File: src/rtl/wdc_pkg.sv
/*
  Shared constants and carriers of the watchdog counter with feed lock:
  control bit positions, reset values, unlock keys, counter limits and the
  write-strobe bundle from the special function register decoder.
  Assumes the surrounding core decodes its register addresses into the
  one-hot strobes of wdc_sfr_wr_s.
*/
package wdc_pkg;

  // ----------------------------------------------------------------------
  // control register layout
  // ----------------------------------------------------------------------
  localparam int CTRL_RUN_BIT     = 0;
  localparam int CTRL_REFRESH_BIT = 1;
  localparam int CTRL_OVF_BIT     = 2;
  localparam int CTRL_REEN_BIT    = 3;
  localparam int CTRL_FORCE_BIT   = 6;

  // ----------------------------------------------------------------------
  // reset values
  // ----------------------------------------------------------------------
  localparam logic       CTRL_RUN_RESET   = 1'h0;
  localparam logic       CTRL_FORCE_RESET = 1'h0;
  localparam logic       CTRL_REEN_RESET  = 1'h0;
  localparam logic       CTRL_OVF_RESET   = 1'h0;
  localparam logic [7:0] TBASE_RESET      = 8'h00;
  localparam logic [7:0] COUNT_RESET      = 8'h00;

  // ----------------------------------------------------------------------
  // unlock keys, counter limit, timing, vector
  // ----------------------------------------------------------------------
  localparam logic [7:0]  UNLOCK1_KEY             = 8'hFD;
  localparam logic [7:0]  UNLOCK2_KEY             = 8'h2A;
  localparam logic [7:0]  COUNT_LAST              = 8'hFE;
  localparam int unsigned PRESCALE_CYCLES_DEFAULT = 344064;
  localparam logic [7:0]  IRQ_VECTOR              = 8'h53;

  // ----------------------------------------------------------------------
  // types
  // ----------------------------------------------------------------------
  typedef enum logic [1:0] {
    FEED_IDLE,
    FEED_FIRST,
    FEED_ARMED
  } wdc_feed_e;

  typedef struct packed {
    logic       ctrl_wr;
    logic       tbase_wr;
    logic       unlock1_wr;
    logic       unlock2_wr;
    logic [7:0] data;
  } wdc_sfr_wr_s;

  typedef struct packed {
    logic run;
    logic force_on;
    logic reset_en;
    logic ovf;
  } wdc_ctrl_s;

endpackage

File: src/rtl/wdc_top.sv
/*
  Watchdog counter with feed lock: control and time-base registers, the
  two-write unlock sequence, prescaler, 8-bit up counter, chip reset pulse
  and timer-mode interrupt request.
  Assumes one register write strobe per cycle, all inputs on clk_i, and
  that rst_b_i is the power-on reset of the chip.
*/
// Overview of operation
// - expiry with reset enable set starts a whole-chip hardware reset
// - reset enable, once set, is not cleared by writes; only power-on reset
// - with reset enable set, control writes need a correct unlock sequence first
// - force-on clear: run bit starts/stops; force-on set: counter runs regardless of run bit
// - writing one to refresh loads reload value and clears the prescaler
// - reload value is taken from the time-base register
// - watchdog reset lasts one watchdog clock period, then execution restarts
// - overflow sets sticky flag; cleared by power-on or unlocked write of one
// - in timer mode control and time-base writes need no unlock
// - in timer mode run bit set starts, clear stops the counter
// - in timer mode overflow sets flag, writing one clears it
// - in timer mode overflow reloads counter and counting resumes at once
// - enabled timer-mode overflow requests interrupt at vector 053H
// - counter steps once every 344064 system clocks via prescaler
// - time-out equals (255 minus reload) times 344064 clocks, one period for reload FFH
// - unlock: FDH to first register, 2AH to second, then control write
// - in watchdog mode a wrong unlock sequence resets the chip at once
// - counter runs during idle and halts during power-down
`timescale 1ns/1ns
module wdc_top #(
  parameter int unsigned PRESCALE_CYCLES = wdc_pkg::PRESCALE_CYCLES_DEFAULT
) (
  input  wire logic                clk_i,
  input  wire logic                rst_b_i,
  input  wire wdc_pkg::wdc_sfr_wr_s sfr_wr_i,
  input  wire logic                power_down_i,
  input  wire logic                wd_int_en_i,
  output logic [7:0]               ctrl_rdata_o,
  output logic [7:0]               tbase_rdata_o,
  output logic [7:0]               count_o,
  output logic                     chip_reset_o,
  output logic                     irq_o,
  output logic [7:0]               irq_vector_o
);

  // ----------------------------------------------------------------------
  // state
  // ----------------------------------------------------------------------
  localparam int          PW         = $clog2(PRESCALE_CYCLES);
  localparam logic [PW-1:0] PRESC_LAST = PW'(PRESCALE_CYCLES - 1);
  localparam logic [PW-1:0] PRESC_ZERO = '0;

  typedef struct packed {
    wdc_pkg::wdc_ctrl_s ctrl;
    logic [7:0]         tbase;
    logic [7:0]         count;
    logic [PW-1:0]      presc;
    wdc_pkg::wdc_feed_e feed;
    logic               rst_active;
  } wdc_state_s;

  wdc_state_s s_reg;
  wdc_state_s s_next;

  logic wd_mode;
  logic presc_done;
  logic counting;
  logic tick;
  logic ovf_evt;
  logic ctrl_ok;
  logic bad_feed;
  logic refresh;
  logic start_reset;

  // ----------------------------------------------------------------------
  // next state
  // ----------------------------------------------------------------------
  always_comb begin
    s_next     = s_reg;
    wd_mode    = s_reg.ctrl.reset_en;
    presc_done = (s_reg.presc == PRESC_LAST);
    ctrl_ok    = 1'b0;
    bad_feed   = 1'b0;

    // unlock sequence; any unexpected step in watchdog mode is a bad feed
    if (wd_mode) begin
      unique case (s_reg.feed)
        wdc_pkg::FEED_IDLE: begin
          if (sfr_wr_i.unlock1_wr && sfr_wr_i.data == wdc_pkg::UNLOCK1_KEY) begin
            s_next.feed = wdc_pkg::FEED_FIRST;
          end else if (sfr_wr_i.unlock1_wr || sfr_wr_i.unlock2_wr || sfr_wr_i.ctrl_wr) begin
            bad_feed = 1'b1;
          end
        end
        wdc_pkg::FEED_FIRST: begin
          if (sfr_wr_i.unlock2_wr && sfr_wr_i.data == wdc_pkg::UNLOCK2_KEY) begin
            s_next.feed = wdc_pkg::FEED_ARMED;
          end else if (sfr_wr_i.unlock1_wr || sfr_wr_i.unlock2_wr || sfr_wr_i.ctrl_wr) begin
            bad_feed = 1'b1;
          end
        end
        wdc_pkg::FEED_ARMED: begin
          if (sfr_wr_i.ctrl_wr) begin
            ctrl_ok     = 1'b1;
            s_next.feed = wdc_pkg::FEED_IDLE;
          end else if (sfr_wr_i.unlock1_wr || sfr_wr_i.unlock2_wr) begin
            bad_feed = 1'b1;
          end
        end
      endcase
    end else begin
      ctrl_ok     = sfr_wr_i.ctrl_wr;
      s_next.feed = wdc_pkg::FEED_IDLE;
    end
    if (bad_feed) begin
      s_next.feed = wdc_pkg::FEED_IDLE;
    end

    // idle mode is not an input: the counter simply keeps running then
    counting = (s_reg.ctrl.run || s_reg.ctrl.force_on) && !power_down_i && !s_reg.rst_active;
    tick     = counting && presc_done;
    ovf_evt  = tick && (s_reg.count >= wdc_pkg::COUNT_LAST);
    refresh  = ctrl_ok && sfr_wr_i.data[wdc_pkg::CTRL_REFRESH_BIT];
    start_reset = (ovf_evt && wd_mode) || bad_feed;

    // prescaler doubles as the timer of the reset pulse
    if (s_reg.rst_active || counting) begin
      s_next.presc = presc_done ? PRESC_ZERO : s_reg.presc + PW'(1);
    end

    // counter
    if (tick) begin
      s_next.count = ovf_evt ? s_reg.tbase : s_reg.count + 8'h01;
    end
    if (s_reg.rst_active) begin
      s_next.count = s_reg.tbase;
    end
    if (refresh) begin
      s_next.count = s_reg.tbase;
      s_next.presc = PRESC_ZERO;
    end

    // control register write
    if (ctrl_ok) begin
      s_next.ctrl.run      = sfr_wr_i.data[wdc_pkg::CTRL_RUN_BIT];
      s_next.ctrl.force_on = s_reg.ctrl.force_on || sfr_wr_i.data[wdc_pkg::CTRL_FORCE_BIT];
      s_next.ctrl.reset_en = s_reg.ctrl.reset_en || sfr_wr_i.data[wdc_pkg::CTRL_REEN_BIT];
      if (sfr_wr_i.data[wdc_pkg::CTRL_OVF_BIT]) begin
        s_next.ctrl.ovf = 1'b0;
      end
    end
    // a set in the clearing cycle wins
    if (ovf_evt) begin
      s_next.ctrl.ovf = 1'b1;
    end

    // time-base write is never locked
    if (sfr_wr_i.tbase_wr) begin
      s_next.tbase = sfr_wr_i.data;
    end

    // chip reset pulse of one full prescaler period
    if (s_reg.rst_active && presc_done) begin
      s_next.rst_active = 1'b0;
    end
    if (start_reset) begin
      s_next.rst_active = 1'b1;
      s_next.presc      = PRESC_ZERO;
    end
  end

  // ----------------------------------------------------------------------
  // register
  // ----------------------------------------------------------------------
  always_ff @(posedge clk_i) begin
    if (!rst_b_i) begin
      s_reg.ctrl.run      <= wdc_pkg::CTRL_RUN_RESET;
      s_reg.ctrl.force_on <= wdc_pkg::CTRL_FORCE_RESET;
      s_reg.ctrl.reset_en <= wdc_pkg::CTRL_REEN_RESET;
      s_reg.ctrl.ovf      <= wdc_pkg::CTRL_OVF_RESET;
      s_reg.tbase         <= wdc_pkg::TBASE_RESET;
      s_reg.count         <= wdc_pkg::COUNT_RESET;
      s_reg.presc         <= PRESC_ZERO;
      s_reg.feed          <= wdc_pkg::FEED_IDLE;
      s_reg.rst_active    <= 1'b0;
    end else begin
      s_reg <= s_next;
    end
  end

  // ----------------------------------------------------------------------
  // outputs
  // ----------------------------------------------------------------------
  always_comb begin
    ctrl_rdata_o                          = 8'h00;
    ctrl_rdata_o[wdc_pkg::CTRL_RUN_BIT]   = s_reg.ctrl.run;
    ctrl_rdata_o[wdc_pkg::CTRL_OVF_BIT]   = s_reg.ctrl.ovf;
    ctrl_rdata_o[wdc_pkg::CTRL_REEN_BIT]  = s_reg.ctrl.reset_en;
    ctrl_rdata_o[wdc_pkg::CTRL_FORCE_BIT] = s_reg.ctrl.force_on;
  end

  assign tbase_rdata_o = s_reg.tbase;
  assign count_o       = s_reg.count;
  assign chip_reset_o  = s_reg.rst_active;
  // in watchdog mode the overflow resets the chip instead of interrupting
  assign irq_o         = s_reg.ctrl.ovf && wd_int_en_i && !s_reg.ctrl.reset_en;
  assign irq_vector_o  = wdc_pkg::IRQ_VECTOR;
endmodule

File: config.mk
export PLATFORM = sky130hd
export DESIGN_NAME = wdc_top
export DESIGN_NICKNAME = d
export VERILOG_FILES = /design/src/rtl/wdc_pkg.sv /design/src/rtl/wdc_top.sv
export SDC_FILE = /design/constraint.sdc
export NUM_CORES = 1
export LEC_CHECK = 0
export ABC_AREA = 1
export BUFFER_PORTS_ARGS = -buffer_cell sky130_fd_sc_hd__buf_2
export CAP_MARGIN = 20
export CORE_MARGIN = 1.5
export CORE_UTILIZATION = 40
export DETAILED_ROUTE_END_ITERATION = 7
export PLACE_DENSITY = 0.68
export SYNTH_ARGS = -nofsm -noshare
export SYNTH_HDL_FRONTEND = slang
export SYNTH_SLANG_ARGS = --single-unit
export TNS_END_PERCENT = 100
File: constraint.sdc
create_clock -name clk_i -period 2.9 [get_ports clk_i]
set_input_delay 0.87 -clock clk_i [delete_from_list [all_inputs] [get_ports clk_i]]
set_output_delay 0.87 -clock clk_i [all_outputs]
set_load 0.01 [all_outputs]
==> key figures, run 1 <==
Outcome
  – Status: completed

Timing
  – Final hold violations: 0
  – Hold WS: 0.479 ns
  – Final min period: about 2.2 ns
  – Setup TNS: 0 ns
  – Slew Limit Fails: 0
  – RSZ-0062 raised after global routing: false
  – Final period util: 0.752
  – Final number of setup-violating endpoints: 0
  – Slack of the critical path: 0.720 ns
  – Least-Margin Pin Slew: around 0.54 ns
  – Final Skew: 0.0114 ns
  – Max-Slew Margin vs Limit: 0.635
  – Max Clk Rate: 459 MHz

Final layout
  – ANT cells: 0
  – Post-Layout Cell Count: 492
  – Share of layout cells above drive strength 1: 0.137
  – Nets@finish: 436
  – Area Overhead vs Synth: 6.73%
  – Max FFs per register: 21

GRT
  – Initial antenna violation count: 0
  – Total track usage: 0.159
  – Vias in the first global route: approximately 2300
  – Total grt overflow: 0
  – Largest net degree at the start of global routing: 20
  – First-pass GRT wire length: approximately 9.7 mm

Clock tree
  – Clk_lat worst skew: 0.29 ns
  – CTS sink count: 42
  – Max clock buf depth: 2
  – H-tree levels: 2
  – Clock root buffer master: clkbuf_8
  – Clock buffer count from CTS: 5
  – CTS tree: yes
  – Setup Fix Bufs, Post-CTS: 0
  – # hold bufs at CTS: 0
  – Worst-path clk slew: roughly 0.080 ns
  – Post-CTS resize count: 0

Worst hold path
  – Hold Path Stages: 2
  – Min-delay worst type: register to register

Placement
  – Port Buf Inserts: 37
  – Placer Congestion: between 0.8 and 0.9
  – Placement Setup Slack: 0.422 ns
  – Final HPWL DP: 4.33 mm
  – Placed cell count: 484

Worst setup path
  – Critical path class: input port to register
  – CP endpoint kind: register
  – Critical-path maximum fanout: 13
  – Worst EP arrival: approximately 2.4 ns
  – Startpoint class of the critical path: input port
  – R2R cell count: 11
  – CP required: 3.10 ns

Drt
  – Drt wl/cell: 11.4 um
  – Initial drt markers: around 110
  – Drt via density: 4.96
  – Final wirelength: ~5.6 mm
  – Initial DRT Pass Iterations: 4
  – Via count: 2440
  – Routed Antenna Nets: 0
  – Drt drc: 0

Floorplanning
  – Core region area: 0.00639 mm2
  – Die Ht: 84.5 um
  – Initial Util: 0.416
  – Die Span X: 84.5 um
  – Top Ports: 50
  – Row cnt: 29
  – Die area: about 0.0071 mm2

Synthesis
  – Ys async rst share: 0
  – Number of flops mapped to enable cells by yosys: 0
  – Yosys reg bits: 42
  – Synthesized cell area: 0.00266 mm2
  – Number of warnings issued by yosys: 0
  – Sequential area share after synthesis: 0.316
  – Mapped Cells: 400
  – Post-synthesis area per instance: 6.65 um2
  – Netlist cell types: 33
  – Ys flop type: dfxtp_1

Power and ir drop
  – Worst VDD drop: between 0.0002 and 0.0003 V
  – Pwr dens: 488 mW/mm2
  – Leakage: about 1.3 nW

Flow run
  – Maxcap violations: 0
-- report_power, final --
group	total, mW	internal [mW]	switching (mW)
logic	0.183	0.0643	0.119
clock network	0.573	0.367	0.206
registers	0.627	0.601	0.0264
-- final timing paths --
check                                                   from                           end  slack [ns]
worst max-delay path                            sfr_wr_i[11]       count_o[2]$_SDFFE_PN0P_        0.72
worst min-delay path            ctrl_rdata_o[6]$_SDFFE_PN0P_  ctrl_rdata_o[6]$_SDFFE_PN0P_        0.48
worst max register to register         s_reg[1]$_SDFFE_PP0P_       count_o[2]$_SDFFE_PN0P_        0.74
worst min register to register  ctrl_rdata_o[6]$_SDFFE_PN0P_  ctrl_rdata_o[6]$_SDFFE_PN0P_        0.48
-- placed cells by master, fill, tap and decap left out, types with 7 or more instances in the layout --
cell type and instances:
buf_2 37, o21ai_0 15, a21oi_1 19, nand3_1 42, nor2_1 52, nand4_1 13, xor2_1 7, conb_1 12
nand2_1 79, nor3_1 7, inv_1 51, dfxtp_1 42
-- kinds of logic (layout without fill, tap and decap cells) --
logic type / after synthesis / count (layout) / share of synthesized area
buffers and inverters: 94 / 99 / 0.183
xor gates and xnor gates: 8 / 8 / 0.0264
adders and majority gates: 6 / 6 / 0.0282
AOI/OAI and AO/OA: 45 / 45 / 0.0955
other: 2 / 12 / 0.00282
and+or+nand+nor: 203 / 203 / 0.348
DFF: 42 / 42 / 0.316
-- final cells by class --
cell class / count / area (um2)
clock inverters: 2 / 60.1
clock buffers: 6 / 82.6
flip-flops and latches: 42 / 841
multi-input cells: 274 / 1370
well taps: 77 / 96.3
inverters: 54 / 203
repair buffers: 37 / 185
fillers: 668 / 3550
-- critical path: stages --
cell     delay (ns)
buf_2          0.11
inv_1          0.08
nor2_1         0.08
nand2_1        0.08
nand2_1        0.05
inv_1          0.25
nand2_1        0.35
or2_2          0.37
nand3_1        0.08
inv_1          0.04
-- cell usage after synthesis (2+ instances only) --
cell / n / area (um2)
xor2_1: 7 / 61.3
nand3_1: 42 / 210
ha_1: 6 / 75.1
o21ai_0: 15 / 75.1
or2_2: 2 / 12.5
nor3_1: 7 / 35.0
buf_2: 4 / 20.0
nand2_1: 79 / 297
a21oi_1: 19 / 95.1
dfxtp_1: 42 / 841
nor2_1: 52 / 195
buf_4: 32 / 240
a31o_2: 2 / 17.5
nand3b_1: 2 / 15.0
o211ai_1: 3 / 22.5
nand4_1: 13 / 81.3
clkbuf_1: 3 / 11.3
o21bai_1: 3 / 22.5
inv_1: 51 / 191
conb_1: 2 / 7.51
inv_2: 2 / 7.51
-- stage by stage --
stage / total power, mW / cell area, um2 / util
2_1_floorplan: 0.804 / 2700 / -
3_3_place_gp: 0.821 / 2700 / 0.422
3_5_place_dp: 0.824 / 2700 / 0.422
4_1_cts: 1.39 / 2840 / 0.444
5_1_grt: 1.44 / 2840 / 0.444
6_report: 1.38 / 2840 / 0.444
-- layer usage --
layer,track usage,part of all wire
met1,0.186,0.45
met3,0.0334,0.039
met2,0.296,0.50
met5,0,0
met4,0.0381,0.0091
(Power assumes the default switching activity.)
==> run 2: changes to the inputs <==
==> constraint.sdc (replaced) <==
create_clock -name clk_i -period 2.1 [get_ports clk_i]
set_input_delay 0.63 -clock clk_i [delete_from_list [all_inputs] [get_ports clk_i]]
set_output_delay 0.63 -clock clk_i [all_outputs]
set_load 0.01 [all_outputs]
==> key figures, run 2 (same netlist as run 1, synthesis figures left out) <==
Placement
  – Placement Setup Slack: 0.151 ns (was 0.422 ns)
  – Placed cell count: 492 (was 484)
  – Placed cell areas: 0.00276 mm2 (was 0.00270 mm2)
  – Final HPWL DP: 4.44 mm (was 4.33 mm)
  – Placer Congestion: 0.899 (was 0.892)
  – Port Buf Inserts: 37 (unchanged)

Timing
  – Hold WS: 0.482 ns (was 0.479 ns)
  – Final hold violations: 0 (unchanged)
  – Slew Limit Fails: 0 (unchanged)
  – RSZ-0062 raised after global routing: false (unchanged)
  – Final Skew: 0.0104 ns (was 0.0114 ns)
  – Slack of the critical path: 0.232 ns (was 0.720 ns)
  – Final period util: 0.889
  – Final number of setup-violating endpoints: 0 (unchanged)
  – Setup TNS: 0 ns (unchanged)
  – Max Clk Rate: roughly 540 MHz
  – Final min period: 1.87 ns

Power and ir drop
  – Internal Dissipation: 1.16 mW (was 1.03 mW)
  – Switching fraction of total power: 0.284 (was 0.254)
  – Comb pwr share: 0.168 (was 0.133)
  – Clock network fraction of design power: 0.299 (was 0.414)
  – Worst VDD drop: 0.000297 V (was 0.000270 V)
  – Sw power: 462 uW (was 351 uW)
  – Leakage: 1.33 nW (was 1.32 nW)
  – Total power: 1.63 mW (was 1.38 mW)
  – Pwr dens: 573 mW/mm2 (was 488 mW/mm2)
  – Sequential power share: 0.533 (was 0.453)

Worst setup path
  – Reg-to-reg critical path startpoint: s_reg[3]$_SDFFE_PP0P_ (was s_reg[1]$_SDFFE_PP0P_)
  – Critical Path Slowest Stage Cell: dfxtp_1 (was or2_2)
  – CP endpoint kind: register (unchanged)
  – CP required: 2.27 ns (was 3.10 ns)
  – Startpoint class of the critical path: register (was input port)
  – Worst EP arrival: 2.04 ns (was 2.38 ns)
  – Max incr delay on CP: 0.42 ns (was 0.37 ns)
  – Critical path class: register to register (was input port to register)
  – Sequence of cells on the critical path: ha_1 > nand2_1 > nor2_1 > nand2_1 > nor2_4 > nand4_2 > or2_4 > nand3b_4 > nor2_1 (was buf_2 > inv_1 > nor2_1 > nand2_1 > nand2_1 > inv_1 > nand2_1 > or2_2 > nand3_1 > inv_1)
  – Critical-path maximum fanout: 19 (was 13)
  – Critical path origin: s_reg[3]$_SDFFE_PP0P_ (was sfr_wr_i[11])

Flow run
  – Maxcap violations: 0 (unchanged)

Final layout
  – Util after Layout: 0.444 (about the same)
  – Final instance area: 0.00284 mm2 (about the same)
  – Area Overhead vs Synth: 6.68% (was 6.73%)
  – Post-Layout Cell Count: 499 (was 492)
  – Share of layout cells above drive strength 1: 0.152 (was 0.137)
  – Nets@finish: 444 (was 436)
  – ANT cells: 0 (unchanged)
  – Max FFs per register: 21 (unchanged)
  – Most frequent cells in the layout: nand2_1 (78), inv_1 (51), nor2_1 (51) (was nand2_1 (79), nor2_1 (52), inv_1 (51))
  – Most common cell after layout, fill and taps aside: nand2_1 (unchanged)

Clock tree
  – Clk_lat worst skew: 0.29 ns (about the same)
  – Worst-path clk slew: 0.07 ns (was 0.08 ns)
  – Clock buffer count from CTS: 5 (unchanged)
  – Setup Fix Bufs, Post-CTS: 0 (unchanged)
  – H-tree levels: 2 (unchanged)
  – Max clock buf depth: 2 (unchanged)
  – CTS sink count: 42 (unchanged)
  – CTS tree: yes (unchanged)
  – Clock root buffer master: clkbuf_8 (unchanged)

Drt
  – Drt drc: 0 (unchanged)
  – Met3 WL: 289 um (was 218 um)
  – M1 WL: 2.52 mm (was 2.55 mm)
  – Initial DRT Pass Iterations: 5 (was 4)
  – Drt wl/cell: 11.2 um (was 11.4 um)
  – Met2 wire len: 2.68 mm (was 2.80 mm)
  – DR top layer: met4 (unchanged)
  – Initial drt markers: 133 (was 109)
  – Routed Antenna Nets: 0 (unchanged)
  – Final wirelength: 5.61 mm (was 5.63 mm)
  – Drt via density: 4.92 (was 4.96)
  – Via count: 2454 (was 2440)

Floorplanning
  – Top Ports: 50 (unchanged)
  – Die area: 0.00715 mm2 (unchanged)
  – Initial Util: 0.416 (unchanged)
  – Die Span X: 84.5 um (unchanged)
  – Die Ht: 84.5 um (unchanged)
  – Row cnt: 29 (unchanged)
  – Core region area: 0.00639 mm2 (unchanged)

GRT
  – Vias in the first global route: 2252 (was 2298)
  – Total track usage: 0.164 (was 0.159)
  – Largest net degree at the start of global routing: 20 (unchanged)
  – First-pass GRT wire length: 9.60 mm (was 9.68 mm)
  – Initial antenna violation count: 0 (unchanged)
  – Total grt overflow: 0 (unchanged)

Worst hold path
  – Hold_sp: tbase_rdata_o[1]$_SDFFE_PN0P_ (was ctrl_rdata_o[6]$_SDFFE_PN0P_)
  – Min-delay worst type: register to register (unchanged)

Outcome
  – Status: completed (unchanged)
## run 2: cell count changes in the layout (fill, tap and decap cells not counted), sizes merged
cell / change
buf: +8
bufinv: -2
clkbuf: +1
## run 2: timing repair
item | 4_1_cts | 5_1_grt
endpoints found under the hold margin | 0 | 0
resized for setup | 0 | 2
hold buffers | 0 | 0
setup endpoints to repair | 0 | 1
## run 2: power groups by stage
stage | combinational [mW] | sequential [mW] | clock [mW]
2_1_floorplan | 0.238 | 0.873 | 0
3_3_place_gp | 0.268 | 0.884 | 0
3_5_place_dp | 0.271 | 0.885 | 0
4_1_cts | 0.272 | 0.867 | 0.500
5_1_grt | 0.311 | 0.873 | 0.534
6_report | 0.272 | 0.867 | 0.486
## run 2: cell type report
cell class	instances	area (um2)
fill	672	3550
multi-input combinational	274	1380
sequential	42	841
timing repair buffer	45	245
inverter	54	203
tap	77	96.3
clock buffer	7	76.3
## run 2: path summary, 6_finish.rpt
path / end / slack (ns) / depth (start not counted)
min reg2reg: tbase_rdata_o[1]$_SDFFE_PN0P_ / 0.48 / 2
max: s_reg[7]$_SDFFE_PP0P_ / 0.23 / 9
min: tbase_rdata_o[1]$_SDFFE_PN0P_ / 0.48 / 2
max reg2reg: s_reg[7]$_SDFFE_PP0P_ / 0.23 / 9
## run 2: worst max-delay path, delay by kind of cell (launching register included)
family	cells	cell delay, ns
AND/OR/NAND/NOR	8	1.13
adder cells (fa/ha/maj)	1	0.20
flip-flops	1	0.42
## run 2: layer usage
| metal | global-route usage | vias to the layer above |
|---|---|---|
| met5 | 0 | - |
| met4 | 0.0601 | 0 |
| met3 | 0.0354 | 8 |
| met2 | 0.288 | 68 |
| met1 | 0.197 | 1095 |
| li1 | - | 1283 |
